## config.mk

```make
export PLATFORM = sky130hd
export DESIGN_NAME = lucb_top
export DESIGN_NICKNAME = d
export VERILOG_FILES = /design/src/logic/lucb_pkg.sv /design/src/logic/lucb_addr_match.sv /design/src/logic/lucb_bank_rd.sv /design/src/logic/lucb_top.sv
export SDC_FILE = /design/constraint.sdc
export NUM_CORES = 1
export LEC_CHECK = 0
export BUFFER_PORTS_ARGS = -buffer_cell sky130_fd_sc_hd__buf_2
export CAP_MARGIN = 10
export CORE_AREA = 4 4 256 258
export CTS_CLUSTER_SIZE = 16
export DETAILED_ROUTE_END_ITERATION = 8
export DIE_AREA = 0 0 260 262
export GPL_ROUTABILITY_DRIVEN = 0
export PLACE_DENSITY = 0.45
export SLEW_MARGIN = 0
export SYNTH_ARGS = -nofsm -noshare
export SYNTH_HDL_FRONTEND = slang
export SYNTH_SLANG_ARGS = --single-unit
```

## constraint.sdc

```tcl
create_clock -name clk -period 4.25 [get_ports clk]
set_clock_uncertainty 0.05 [all_clocks]
set_input_delay 1.275 -clock clk [delete_from_list [all_inputs] [get_ports clk]]
set_output_delay 1.275 -clock clk [all_outputs]
set_load 0.01 [all_outputs]
```

## src/logic/lucb_pkg.sv

```systemverilog
package lucb_pkg;

  // Index of the unit-select register and of the per-unit bank registers
  localparam logic [7:0] IDX_UNIT_SEL  = 8'h07;
  localparam logic [7:0] IDX_BANK_LO   = 8'h30;
  localparam logic [7:0] IDX_ACTIVATE  = 8'h30;
  localparam logic [7:0] IDX_BASE_HI   = 8'h60;
  localparam logic [7:0] IDX_BASE_LO   = 8'h61;
  localparam logic [7:0] IDX_BASE2_HI  = 8'h62;
  localparam logic [7:0] IDX_BASE2_LO  = 8'h63;
  localparam logic [7:0] IDX_IRQ1      = 8'h70;
  localparam logic [7:0] IDX_IRQ2      = 8'h72;
  localparam logic [7:0] IDX_DMA       = 8'h74;
  localparam logic [7:0] RD_ZERO       = 8'h00;
  localparam logic [15:0] DATA_PORT_OFS = 16'h0001;
  localparam int unsigned ACT_BIT      = 0;

  // Slot layout: one slot per implemented unit number
  localparam logic [2:0] SLOT_KBD     = 3'h4;
  localparam logic [2:0] SLOT_SERIAL2 = 3'h3;
  localparam logic [7:0] BASE1_MASK   = 8'hEF;
  localparam logic [7:0] BASE2_MASK   = 8'h08;
  localparam logic [7:0] IRQ2_MASK    = 8'h10;
  localparam logic [7:0] DMA_MASK     = 8'h0B;

  // Reset values, slot 7 in the top byte
  localparam logic [7:0][7:0] IRQ1_RST = 64'h0000_0000_0000_0006;
  localparam logic [7:0][7:0] DMA_RST  = 64'h0000_0000_0400_0402;

  // Permitted base ranges and decoded address bits, slot 7 first
  localparam logic [7:0][11:0] RNG_MIN = 96'h100_000_100_060_100_100_100_100;
  localparam logic [7:0][11:0] RNG_MAX = 96'hFFE_F7F_FFF_060_FF8_FF8_FFC_FF8;
  localparam logic [7:0][11:0] RNG_ALN = 96'hFFE_F80_FFF_FFB_FF8_FF8_FFC_FF8;
  localparam logic [15:0]      KBD_BASE = 16'h0060;

  typedef struct packed {
    logic [7:0]      index;
    logic [7:0]      unit_sel;
    logic [7:0]      act;
    logic [7:0][7:0] base_hi;
    logic [7:0][7:0] base_lo;
    logic [7:0][7:0] base2_hi;
    logic [7:0][7:0] base2_lo;
    logic [7:0][7:0] irq1;
    logic [7:0][7:0] irq2;
    logic [7:0][7:0] dma;
    logic [7:0]      rdata;
    logic            rd_ack;
    logic [7:0]      hit;
    logic [7:0]      base_ok;
    logic            irq_edge;
  } lucb_state_s;

  // Unit number to slot; bit 3 flags an implemented unit
  function automatic logic [3:0] lucb_slot(input logic [7:0] num);
    case (num)
      8'h00:   lucb_slot = 4'h8;
      8'h03:   lucb_slot = 4'h9;
      8'h04:   lucb_slot = 4'hA;
      8'h05:   lucb_slot = 4'hB;
      8'h07:   lucb_slot = 4'hC;
      8'h09:   lucb_slot = 4'hD;
      8'h0A:   lucb_slot = 4'hE;
      8'h0B:   lucb_slot = 4'hF;
      default: lucb_slot = 4'h0;
    endcase
  endfunction

endpackage

```

## src/logic/lucb_addr_match.sv

```systemverilog
`timescale 1ns/1ps
module lucb_addr_match
  import lucb_pkg::*;
(
  // Programmed base and unit state
  input  wire logic [15:0] base,
  input  wire logic        active,
  input  wire logic [11:0] rng_min,
  input  wire logic [11:0] rng_max,
  input  wire logic [11:0] rng_aln,
  // Host cycle
  input  wire logic        qual16,
  input  wire logic [15:0] io_addr,
  // Decode results
  output logic             base_ok,
  output logic             hit
);

  // Base must sit inside the unit's range and on its boundary
  always_comb begin
    base_ok = (base[15:12] == 4'h0) && (base[11:0] >= rng_min) &&
              (base[11:0] <= rng_max) && ((base[11:0] & ~rng_aln) == 12'h000);
  end

  // Low twelve bits decode; upper four only with 16-bit qualification
  always_comb begin
    hit = active && base_ok &&
          ((io_addr[11:0] & rng_aln) == (base[11:0] & rng_aln)) &&
          (!qual16 || (io_addr[15:12] == 4'h0));
  end

endmodule

```

## src/logic/lucb_bank_rd.sv

```systemverilog
`timescale 1ns/1ps
module lucb_bank_rd
  import lucb_pkg::*;
(
  // Selected bank
  input  wire logic [2:0] slot,
  input  wire logic [7:0] index,
  input  wire logic       act,
  input  wire logic [7:0] base_hi,
  input  wire logic [7:0] base_lo,
  input  wire logic [7:0] base2_hi,
  input  wire logic [7:0] base2_lo,
  input  wire logic [7:0] irq1,
  input  wire logic [7:0] irq2,
  input  wire logic [7:0] dma,
  // Read data
  output logic [7:0]      rdata
);

  // Absent or reserved locations read as zero
  always_comb begin
    case (index)
      IDX_ACTIVATE: rdata = {7'h00, act};
      IDX_BASE_HI:  rdata = BASE1_MASK[slot] ? base_hi : RD_ZERO;
      IDX_BASE_LO:  rdata = BASE1_MASK[slot] ? base_lo : RD_ZERO;
      IDX_BASE2_HI: rdata = BASE2_MASK[slot] ? base2_hi : RD_ZERO;
      IDX_BASE2_LO: rdata = BASE2_MASK[slot] ? base2_lo : RD_ZERO;
      IDX_IRQ1:     rdata = irq1;
      IDX_IRQ2:     rdata = IRQ2_MASK[slot] ? irq2 : RD_ZERO;
      IDX_DMA:      rdata = DMA_MASK[slot] ? dma : RD_ZERO;
      default:      rdata = RD_ZERO;
    endcase
  end

endmodule

```

## src/logic/lucb_top.sv

```systemverilog
// Functional notes
// - Each unit owns a register bank, picked by the unit-select value at 0x07.
// - Host writes an index to the pointer port, then uses the data port.
// - Bank registers are reachable only in the configuration state.
// - Bit 0 of 0x30 activates or deactivates the selected unit.
// - Unit 5 activate clears only on standby power-on reset.
// - A unit is on when its activate or power-control bit is set.
// - Activate and power-control bits are linked; changing one changes both.
// - Indices 0x31 to 0x5F are reserved: writes dropped, reads zero.
// - Indices 0x71, 0x73, 0x76 to 0xDF: writes dropped, reads zero.
// - Primary base: 0x60 holds bits 15..8, 0x61 bits 7..0.
// - Second base at 0x62 and 0x63 with the same byte split.
// - Base registers a unit does not use drop writes, read zero.
// - Base outside the permitted range blocks that unit's runtime access.
// - Every bank implements primary interrupt select at 0x70.
// - Primary interrupt select resets to 0x06 for unit 0, else zero.
// - Only the keyboard unit implements 0x72; elsewhere dropped, reads zero.
// - Unit interrupts are active-high edges after reset.
// - DMA select 0x74 only for floppy, serial 2, parallel; 0x75 always zero.
// - DMA select resets to 0x02 for unit 0, 0x04 for units 3 and 5.
// - Indices 0xE0 to 0xFE are vendor registers, none implemented here (writes dropped, reads zero); 0xFF is reserved.
// - Base decode uses address bits 11..0; 16-bit mode needs 15..12 zero.
// - Pointer port at the configuration address, data port one above.
`timescale 1ns/1ps
module lucb_top
  import lucb_pkg::*;
(
  // Clock and standby-supply power-on reset
  input  wire logic            clk,
  input  wire logic            rstn,
  // Other reset sources, same clock, active high
  input  wire logic            main_por,
  input  wire logic            hard_rst,
  input  wire logic            soft_rst,
  // Chip-level state
  input  wire logic            cfg_mode,
  input  wire logic [15:0]     cfg_port_addr,
  input  wire logic            qual16,
  // Host I/O cycle
  input  wire logic [15:0]     io_addr,
  input  wire logic            io_wr,
  input  wire logic            io_rd,
  input  wire logic [7:0]      io_wdata,
  output logic [7:0]           io_rdata,
  output logic                 io_rd_ack,
  // Power-control bit writes from the runtime block
  input  wire logic [7:0]      pwr_ctl_wr,
  input  wire logic [7:0]      pwr_ctl_val,
  // Per-unit results
  output logic [7:0]           unit_on,
  output logic [7:0]           unit_pwr_ctl,
  output logic [7:0]           unit_hit,
  output logic [7:0]           unit_base_ok,
  output logic [7:0][7:0]      unit_irq_sel,
  output logic [7:0][7:0]      unit_dma_sel,
  output logic                 irq_edge_high
);

  // Reset image of the whole state
  localparam lucb_state_s ST_RST = '{
    irq1:     IRQ1_RST,
    dma:      DMA_RST,
    irq_edge: 1'b1,
    default:  '0
  };

  lucb_state_s st_ff;
  lucb_state_s nxt_st;

  logic [15:0] data_addr;
  logic        idx_wr;
  logic        idx_rd;
  logic        dat_wr;
  logic        dat_rd;
  logic        bank_rst;
  logic [3:0]  slot_v;
  logic [2:0]  slot;
  logic        slot_ok;
  logic [7:0]  bank_rdata;
  logic [7:0]  hit_w;
  logic [7:0]  base_ok_w;

  // Port decode; nothing is reachable outside the configuration state
  assign data_addr = cfg_port_addr + DATA_PORT_OFS;
  assign idx_wr    = cfg_mode && io_wr && (io_addr == cfg_port_addr);
  assign idx_rd    = cfg_mode && io_rd && (io_addr == cfg_port_addr);
  assign dat_wr    = cfg_mode && io_wr && (io_addr == data_addr);
  assign dat_rd    = cfg_mode && io_rd && (io_addr == data_addr);
  assign bank_rst  = main_por || hard_rst || soft_rst;

  // Bank chosen by the live unit-select value
  assign slot_v  = lucb_slot(st_ff.unit_sel);
  assign slot    = slot_v[2:0];
  assign slot_ok = slot_v[3];

  // Read data of the selected bank
  lucb_bank_rd u_bank_rd (
    .slot     (slot),
    .index    (st_ff.index),
    .act      (st_ff.act[slot]),
    .base_hi  (st_ff.base_hi[slot]),
    .base_lo  (st_ff.base_lo[slot]),
    .base2_hi (st_ff.base2_hi[slot]),
    .base2_lo (st_ff.base2_lo[slot]),
    .irq1     (st_ff.irq1[slot]),
    .irq2     (st_ff.irq2[slot]),
    .dma      (st_ff.dma[slot]),
    .rdata    (bank_rdata)
  );

  // Runtime decode per unit; keyboard base is fixed, not programmable
  for (genvar g = 0; g < 8; g++) begin : g_match
    logic [15:0] base_w;
    assign base_w = (g == SLOT_KBD) ? KBD_BASE :
                    {st_ff.base_hi[g], st_ff.base_lo[g]};
    lucb_addr_match u_match (
      .base    (base_w),
      .active  (st_ff.act[g]),
      .rng_min (RNG_MIN[g]),
      .rng_max (RNG_MAX[g]),
      .rng_aln (RNG_ALN[g]),
      .qual16  (qual16),
      .io_addr (io_addr),
      .base_ok (base_ok_w[g]),
      .hit     (hit_w[g])
    );
  end

  // Next state
  always_comb begin
    nxt_st        = st_ff;
    nxt_st.rd_ack = 1'b0;
    nxt_st.hit    = hit_w & ~{8{cfg_mode}};
    nxt_st.base_ok = base_ok_w;

    // Soft, hard and main resets spare the serial 2 activate bit
    if (bank_rst) begin
      nxt_st = ST_RST;
      nxt_st.act[SLOT_SERIAL2] = st_ff.act[SLOT_SERIAL2];
      nxt_st.base_ok = base_ok_w;
    end else begin
      if (idx_wr) begin
        nxt_st.index = io_wdata;
      end
      if (dat_wr && (st_ff.index == IDX_UNIT_SEL)) begin
        nxt_st.unit_sel = io_wdata;
      end
      // Writes to absent or reserved indices fall through unused
      if (dat_wr && slot_ok && (st_ff.index >= IDX_BANK_LO)) begin
        case (st_ff.index)
          IDX_ACTIVATE: begin
            nxt_st.act[slot] = io_wdata[ACT_BIT];
          end
          IDX_BASE_HI: begin
            if (BASE1_MASK[slot]) begin
              nxt_st.base_hi[slot] = io_wdata;
            end
          end
          IDX_BASE_LO: begin
            if (BASE1_MASK[slot]) begin
              nxt_st.base_lo[slot] = io_wdata;
            end
          end
          IDX_BASE2_HI: begin
            if (BASE2_MASK[slot]) begin
              nxt_st.base2_hi[slot] = io_wdata;
            end
          end
          IDX_BASE2_LO: begin
            if (BASE2_MASK[slot]) begin
              nxt_st.base2_lo[slot] = io_wdata;
            end
          end
          IDX_IRQ1: begin
            nxt_st.irq1[slot] = io_wdata;
          end
          IDX_IRQ2: begin
            if (IRQ2_MASK[slot]) begin
              nxt_st.irq2[slot] = io_wdata;
            end
          end
          IDX_DMA: begin
            if (DMA_MASK[slot]) begin
              nxt_st.dma[slot] = io_wdata;
            end
          end
          default: begin
            nxt_st.index = nxt_st.index;
          end
        endcase
      end
      // Power-control writes land after host writes, so they win a tie
      for (int i = 0; i < 8; i++) begin
        if (pwr_ctl_wr[i]) begin
          nxt_st.act[i] = pwr_ctl_val[i];
        end
      end
    end

    // Reads answer one cycle later from the state before any same-cycle write
    if (idx_rd) begin
      nxt_st.rdata  = st_ff.index;
      nxt_st.rd_ack = 1'b1;
    end else if (dat_rd) begin
      nxt_st.rd_ack = 1'b1;
      if (st_ff.index == IDX_UNIT_SEL) begin
        nxt_st.rdata = st_ff.unit_sel;
      end else if (slot_ok && (st_ff.index >= IDX_BANK_LO)) begin
        nxt_st.rdata = bank_rdata;
      end else begin
        nxt_st.rdata = RD_ZERO;
      end
    end
  end

  // State register; rstn is the standby-supply power-on reset
  always_ff @(posedge clk) begin
    if (!rstn) begin
      st_ff <= ST_RST;
    end else begin
      st_ff <= nxt_st;
    end
  end

  // Outputs straight from the state flops
  assign io_rdata      = st_ff.rdata;
  assign io_rd_ack     = st_ff.rd_ack;
  assign unit_on       = st_ff.act;
  assign unit_pwr_ctl  = st_ff.act;
  assign unit_hit      = st_ff.hit;
  assign unit_base_ok  = st_ff.base_ok;
  assign unit_irq_sel  = st_ff.irq1;
  assign unit_dma_sel  = st_ff.dma;
  assign irq_edge_high = st_ff.irq_edge;
endmodule

```

==> results of run 1 <==
-- layout make-up --
cell class	count	area (µm²)	share of cell area
flip-flops and latches	381	7630	0.359
clock buffers	68	1400	0.0657
clock inverters	18	223	0.0105
inverters	14	52.6	0.00248
well taps	846	1060	0.0499
multi-input cells	1502	9080	0.428
repair buffers	307	1780	0.0841
-- power groups by stage --
| stage | Sequential [mW] | Combinational [mW] | Clock (mW) |
|---|---|---|---|
| floorplan | 3.65 | 0.177 | 0 |
| global route | 3.58 | 0.332 | 4.41 |
| detailed placement | 3.66 | 0.310 | 0 |
| finish | 3.58 | 0.312 | 4.18 |
| global placement | 3.66 | 0.309 | 0 |
| CTS | 3.58 | 0.311 | 4.28 |
-- state kept, by name (all words and copies together) (netlist names), named ones only --
signal          count
io_rd_ack           1
unit_hit            8
io_rdata            8
unit_irq_sel       64
g_match.base_w    112
unit_on             8
unit_base_ok        8
st_ff             104
unit_dma_sel       64
-- metrics by stage --
step	setup slack, ns	TNS [ns]	power (mW)	utilization	hold WS [ns]
after CTS	0.574	0	8.17	0.337	0.405
after global routing	0.344	0	8.32	0.337	0.413
after detailed placement	-0.0407	-0.0767	3.97	0.311	0.395
after global placement	0.0309	0	3.97	0.311	0.389
after floorplan	0.223	0	3.83	-	0.382
final	0.551	0	8.07	0.337	0.404
-- logic make-up after synthesis --
logic type / after synthesis
DFF: 381
adders and majority gates: 5
buffers and inverters: 353
xor gates and xnor gates: 85
and+or+nand+nor: 881
other: 1
muxes: 161
AOI/OAI and AO/OA: 369
-- metal layers --
metal	routed length, µm	vias to the layer above	share of wire
li1	-	7577	-
met1	30400	7820	0.43
met2	33400	574	0.47
met3	4330	129	0.062
met4	2160	0	0.031
met5	0	-	0
-- synth_stat cells, drive strengths merged, types with 3 or more instances --
cell / n / area (µm²)
o221ai: 9 / 78.8
dfxtp: 381 / 7630
nor3: 19 / 139
mux2: 8 / 90.1
a211oi: 8 / 60.1
nand4: 23 / 150
clkbuf: 105 / 399
and2: 19 / 124
and3: 111 / 694
nand2: 418 / 1580
and3b: 4 / 35.0
o21ai: 50 / 250
nor3b: 4 / 30.0
o22a: 4 / 35.0
or2: 3 / 18.8
xnor2: 59 / 517
nor2b: 4 / 25.0
nand4b: 4 / 35.0
a21o: 3 / 22.5
a211o: 4 / 35.0
a31oi: 6 / 37.5
nor2: 144 / 543
a221oi: 3 / 26.3
xor2: 26 / 228
inv: 13 / 48.8
o21a: 7 / 52.6
a221o: 3 / 30.0
buf: 234 / 1630
a22o: 5 / 43.8
nand3: 64 / 375
a32oi: 15 / 131
o211ai: 13 / 111
or3: 3 / 18.8
a311oi: 14 / 123
mux2i: 153 / 1530
or4: 12 / 90.1
a22oi: 13 / 97.6
nand2b: 8 / 50.1
o22ai: 16 / 100
ha: 5 / 62.6
nor4: 30 / 260
a21oi: 184 / 981
-- cells in the final DEF, fill, tap and decap left out, types with 5 or more instances in the layout --
| master | synthesis | routed |
|---|---|---|
| o22ai_1 | 16 | 16 |
| o211ai_1 | 12 | 12 |
| o21ai_1 | 5 | 5 |
| mux2_2 | 8 | 8 |
| clkbuf_8 | 0 | 14 |
| nor4_1 | 24 | 23 |
| xnor2_1 | 59 | 59 |
| a22o_1 | 5 | 5 |
| or4_1 | 12 | 12 |
| a211oi_1 | 8 | 8 |
| o21a_1 | 7 | 7 |
| nor2_1 | 143 | 141 |
| a311oi_1 | 14 | 14 |
| nor3_1 | 14 | 13 |
| clkbuf_16 | 0 | 47 |
| nand2_1 | 416 | 414 |
| and3_1 | 111 | 111 |
| mux2i_1 | 153 | 153 |
| nand2b_1 | 8 | 8 |
| clkinv_2 | 0 | 9 |
| buf_12 | 0 | 5 |
| nand3_2 | 11 | 11 |
| xor2_1 | 26 | 26 |
| a22oi_1 | 13 | 13 |
| nand4_1 | 22 | 22 |
| a21oi_1 | 168 | 168 |
| o21ai_0 | 45 | 45 |
| a21oi_2 | 16 | 16 |
| a31oi_1 | 6 | 6 |
| and2_1 | 16 | 16 |
| ha_1 | 5 | 5 |
| buf_2 | 48 | 233 |
| clkbuf_1 | 101 | 7 |
| o221ai_1 | 9 | 9 |
| a32oi_1 | 15 | 15 |
| nand3_1 | 53 | 53 |
| dfxtp_1 | 381 | 380 |
| buf_4 | 174 | 69 |
| inv_1 | 13 | 13 |
-- final timing paths --
check / from / to / slack, ns / cells after the start
worst max-delay path: cfg_port_addr[1] / unit_irq_sel[61]$_SDFFE_PP0P_ / 0.55 / 14
worst min-delay path: io_rdata[6]$_SDFFE_PN0P_ / io_rdata[6]$_SDFFE_PN0P_ / 0.40 / 2
worst max register to register: st_ff[486]$_SDFFE_PP0N_ / io_rdata[2]$_SDFFE_PN0P_ / 0.57 / 11
worst min register to register: io_rdata[6]$_SDFFE_PN0P_ / io_rdata[6]$_SDFFE_PN0P_ / 0.40 / 2
-- worst min-delay path, cell delays in order, from the launching register on --
cell     delay (ns)
dfxtp_1        0.30
nand2_1        0.05
a21oi_1        0.05
==> impl_metrics.yaml, run 1 <==
die:
  fp.dieH_um: 262
  core-area_um2: 63000
  fp.dieW_um: 260
  start_util: 0.298
  ios: 235
  rows: 92
  dieArea_um2: 68100
clock_network:
  cts_resized: 0
  cts_buffers: 46
  clock-sinks: 381
  holdBufCountCts: 0
  cts.clk_slew.worst_paths_ns: 0.06
  htreeDepth: 2
  clk_latency_ns: 0.59
  ctsLongestPathBuffers: 3
  cts_tree: "built"
  cts-root-buf: "clkbuf_16"
  cts_setup_buffers: 0
worst_setup_path:
  crit_path_start_kind: "input pin"
  worst-path-buf-inv: 4
  cp_max_fo: 16
  critPathMaxStageDelay_ns: 0.38
  critPathArrivalTime_ns: 4.15
  path_cells: "buf_2, ha_1, nand4_1, nor4_1, xnor2_1, a21oi_1, buf_4, nand2_4, buf_4, nor4b_4, buf_12, and2_1, nand2_1, a21oi_1"
  cpLargestDelayFamily: "simple AND/OR/NAND/NOR gates"
  critPathKind: "input pin to flip-flop"
  required_ns: 4.70
  cp-end-kind: "flip-flop"
  cpMaxStageDelayCell: "nor4b_4"
global_route:
  use_met3: 0.0325
  antenna_found_initial: 1
  grt_overflow: 0
  grt_busiest_layer: "met2"
  grt_max_degree: 107
  met1_usage: 0.262
  grt_util_all_layers: 0.200
  grt_pass1_vias: 15900
  grt_first_pass_wirelength_um: 104000
  use_met2: 0.338
yosys:
  synth_compound_area_frac: 0.124
  yosys.area_share.simple: 0.228
  synth.mux.area_fraction: 0.0865
  yosys.area_share.adder: 0.00334
  async_flop_share: 0
  yosysSeqAreaShare: 0.407
  synth-edff-count: 0
  syn_area_per_cell_um2: 8.39
  synth_cell_type_count: 83
  synth-seq-cells: 381
  synth_top_family_by_area: "simple AND/OR/NAND/NOR gates"
  netlist_area_um2: 18800
  synthXorXnorAreaFrac: 0.0397
  synth_cells: 2236
  synthFlopType: "dfxtp_1"
  synth_warnings: 0
  syn_nets: 2306
pwr:
  p_int_mw: 6.19
  p_clk_frac: 0.518
  combPwrFrac: 0.039
  powerDensity_nw_per_um2: 380
  switching_share: 0.233
  peakVddDrop_mv: 0.298
  leakage_nw: 8.74
  p_sw_mw: 1.88
  pwr-share-seq: 0.443
placed_design:
  portBuffers: 233
  dp.cells: 3050
  hpwl_um: 49100
  dpl_cell_area_um2: 19600
layout:
  antennaDiodeCount: 0
  syn2layout_area_growth_pct: 13.1
  final_layout_size_suffix_gt1_frac: 0.198
  stdcell_count: 3136
  fin_area_um2: 21200
  fin_nets: 2322
  fill_cells: 6588
worst_hold_path:
  hold_path.class: "flip-flop to flip-flop"
drt:
  detail_route.wl_per_cell_um: 22.4
  vias: 16100
  drc: 0
  drtPass1Iterations: 5
  ant_nets: 0
  routed_wl_um: 70300
  via_per_inst: 5.13
  first_iter_violations: 1396
sta:
  rsz0062_at_grt: "no"
  max_freq_ghz: 0.270
  final.period_utilization: 0.870
  setup_viol: 0
  period_minus_slack_ns: 3.70
  drv_slew: 0
  tightest_slew_ns: 1.11
  max_slew_margin: 0.263
  hold_violations: 0
outcome:
  status: "complete, no violations"
job:
  drv_cap: 0
(Power assumes the default switching activity.)
==> inputs of run 2 (changes only) <==
- CAP_MARGIN: 10 -> 15
- CORE_AREA: 4 4 256 258 -> 4 4 317 319
- DIE_AREA: 0 0 260 262 -> 0 0 321 323
- PLACE_DENSITY: 0.45 -> 0.44
- SYNTH_HIERARCHICAL: unset -> 1
==> run 2 against run 1 <==
  * Setup slack worse by 0.093 ns
  * Clock power increased by 32%
  * Worst hold slack improved by 0.017 ns
  * Non-clock buffer count increased by 28
  * Routed wire length grew 50%
  * Area after synthesis grew 55%
  * Utilization rose by 1.8 points
  * Largest cell class unchanged
  * Largest power group unchanged
  * Highest routed layer unchanged
==> impl_metrics.yaml, run 2 <==
layout:
  fin_nets: 4075
  layout_common_cells: "dfxtp_1 (500), conb_1 (419), nand2_1 (383)"
  final_layout_size_suffix_gt1_frac: 0.134
  fill_cells: 10200
  largest_register: "st_ff"
  syn2layout_area_growth_pct: 19.6
  largest_reg_flops: 224
  stdcell_count: 5154
  finalCoreUtilization: 0.355
  layout_commonest_cell: "dfxtp_1"
worst_setup_path:
  crit_start: "st_ff[486]$_SDFFE_PP0N_"
  reg2reg_depth: 16
  critPathArrivalTime_ns: 4.27
  critPathKind: "flip-flop to flip-flop"
  reg2reg_to: "io_rdata[1]$_SDFFE_PN0P_"
  cp_max_fo: 39
  required_ns: 4.73
  r2r_start: "st_ff[486]$_SDFFE_PP0N_"
  cp-end-kind: "flip-flop"
  critPathCapture: "io_rdata[1]$_SDFFE_PN0P_"
  crit_path_start_kind: "flip-flop"
  rrSetupSlack_ns: 0.46
drt:
  vias: 24700
  detail_route.wl_per_cell_um: 20.5
  ant_nets: 0
  via_per_inst: 4.79
  first_iter_violations: 2082
  drc: 0
  drtPass1Iterations: 9
  routed_wl_um: 105000
pwr:
  leakage_nw: 16.0
  pwr-share-seq: 0.433
  combPwrFrac: 0.058
  p_int_mw: 8.16
  switching_share: 0.248
  p_sw_mw: 2.69
  powerDensity_nw_per_um2: 312
  peakVddDrop_mv: 0.249
  p_clk_frac: 0.509
global_route:
  antenna_found_initial: 2
  grt_first_pass_wirelength_um: 157000
  grt_overflow: 0
  grt_util_all_layers: 0.198
  grt_max_degree: 235
  grt_pass1_vias: 23500
yosys:
  yosysSeqAreaShare: 0.346
  synth_area_leaders: "dfxtp_1 (35%), mux2i_1 (9.0%), ha_1 (8.5%), nand2_1 (5.0%), and3_1 (4.9%)"
  synth-seq-cells: 501
  synth_warnings: 6
  synth_common_cells: "dfxtp_1 (501), nand2_1 (386), inv_1 (289), mux2i_1 (261), and3_1 (229)"
  synth_cells: 3348
  synthFlopType: "dfxtp_1"
  syn_area_per_cell_um2: 8.67
  yosysMostFrequentCell: "dfxtp_1"
  synth-edff-count: 0
  synth_cell_type_count: 79
  netlist_area_um2: 29000
  synth_top_area_cell: "dfxtp_1"
  async_flop_share: 0
  netlist.area_leader.share: 0.346
die:
  ios: 235
  fp.dieH_um: 323
  rows: 115
  core-area_um2: 97800
  start_util: 0.297
  dieArea_um2: 104000
  fp.dieW_um: 321
sta:
  rsz0062_at_grt: "no"
  hold_violations: 0
  setup_viol: 0
  max_freq_ghz: 0.264
  tightest_slew_ns: 1.12
  final.period_utilization: 0.892
  period_minus_slack_ns: 3.79
  hold_slack_ns: 0.421
  drv_slew: 0
  max_slew_margin: 0.256
clock_network:
  clk_latency_ns: 0.65
  htreeDepth: 2
  cts_tree: "built"
  clock-sinks: 501
  cts_resized: 0
  holdBufCountCts: 0
  cts_setup_buffers: 0
  cts-root-buf: "clkbuf_16"
  cts.clk_slew.worst_paths_ns: 0.06
  cts_buffers: 61
  ctsLongestPathBuffers: 3
job:
  drv_cap: 0
placed_design:
  dp.cells: 5037
  hpwl_um: 74200
  portBuffers: 233
worst_hold_path:
  hold_path.class: "flip-flop to flip-flop"
  hold_path_startpoint: "unit_irq_sel[48]$_SDFFE_PP0P_"
  min_path_cells: 2
outcome:
  status: "complete, no violations"
==> run 2: changes by cell type after synthesis, moves of 53 or more <==
cell,delta
inv_1,+276
ha_1,+192
dfxtp_1,+120
and3_1,+118
mux2i_1,+108
nor2_1,-72
xor2_1,+68
a222oi_1,+64
clkbuf_1,+53
==> run 2: cells by family after synthesis <==
| kind of cell | after synthesis | share of synthesized area |
|---|---|---|
| simple gates | 1015 | 0.190 |
| buf+inv | 640 | 0.106 |
| compound gates | 610 | 0.146 |
| flops | 501 | 0.346 |
| mux | 263 | 0.0908 |
| fa+ha+maj | 197 | 0.0849 |
| xor+xnor | 120 | 0.0362 |
| other cells | 2 | 0.000259 |
==> run 2: through the flow <==
stage               area [µm²]  power [mW]  setup TNS (ns)  worst slack (ns)
global placement         32500        5.41          -0.546           -0.0717
finish                   34700        10.8               0             0.458
floorplan                30600        5.19               0             0.229
CTS                      34700        11.0               0             0.596
global route             34700        11.2               0             0.421
detailed placement       32600        5.41               0            0.0606
==> run 2: worst min path at each step <==
stage                                                     to  slack, ns
after CTS                      unit_irq_sel[35]$_SDFFE_PP0P_       0.42
after floorplan           g_match[7].base_w[14]$_SDFFE_PP0P_       0.40
after global routing                  st_ff[90]$_SDFFE_PP0P_       0.43
after detailed placement       unit_irq_sel[32]$_SDFFE_PP0P_       0.41
after global placement         unit_irq_sel[48]$_SDFFE_PP0P_       0.41
final                          unit_irq_sel[48]$_SDFFE_PP0P_       0.42
==> run 2: worst max-delay path, stage by stage, from the launching register on <==
cell and delay (ns):
dfxtp_1 0.39, nor4_2 0.07, buf_4 0.16, nand2_2 0.07, inv_1 0.10, buf_4 0.18
and3_2 0.24, buf_12 0.20, a222oi_1 0.58, o211ai_1 0.19, mux2i_1 0.46, nor3_1 0.16
o21ai_1 0.15, nand3_1 0.09, a22o_1 0.22, a22o_1 0.19, a22o_1 0.17
==> run 2: metal layers <==
| metal | GRT usage | routed length (µm) | share of wire | vias up |
|---|---|---|---|---|
| met5 | 0 | 0 | 0 | - |
| met4 | 0.0446 | 2240 | 0.021 | 0 |
| met3 | 0.0281 | 5720 | 0.054 | 116 |
| met2 | 0.320 | 46800 | 0.44 | 654 |
| met1 | 0.281 | 50700 | 0.48 | 11600 |
| li1 | - | - | - | 12300 |
==> run 2: cell type report <==
| cell class | count | area [µm²] | area share |
|---|---|---|---|
| multi-input combinational | 2624 | 17500 | 0.505 |
| sequential | 501 | 10000 | 0.289 |
| timing repair buffer | 335 | 2300 | 0.0663 |
| clock buffer | 82 | 1780 | 0.0512 |
| tap | 1287 | 1610 | 0.0464 |
| inverter | 290 | 1090 | 0.0314 |
| clock inverter | 32 | 373 | 0.0107 |
| antenna | 3 | 7.51 | 0.000216 |
==> run 2: power by group through the flow <==
stage	combinational (mW)	clock, mW	sequential (mW)
global placement	0.605	0	4.80
finish	0.628	5.52	4.70
detailed placement	0.604	0	4.80
CTS	0.606	5.65	4.70
floorplan	0.388	0	4.80
global route	0.715	5.84	4.70
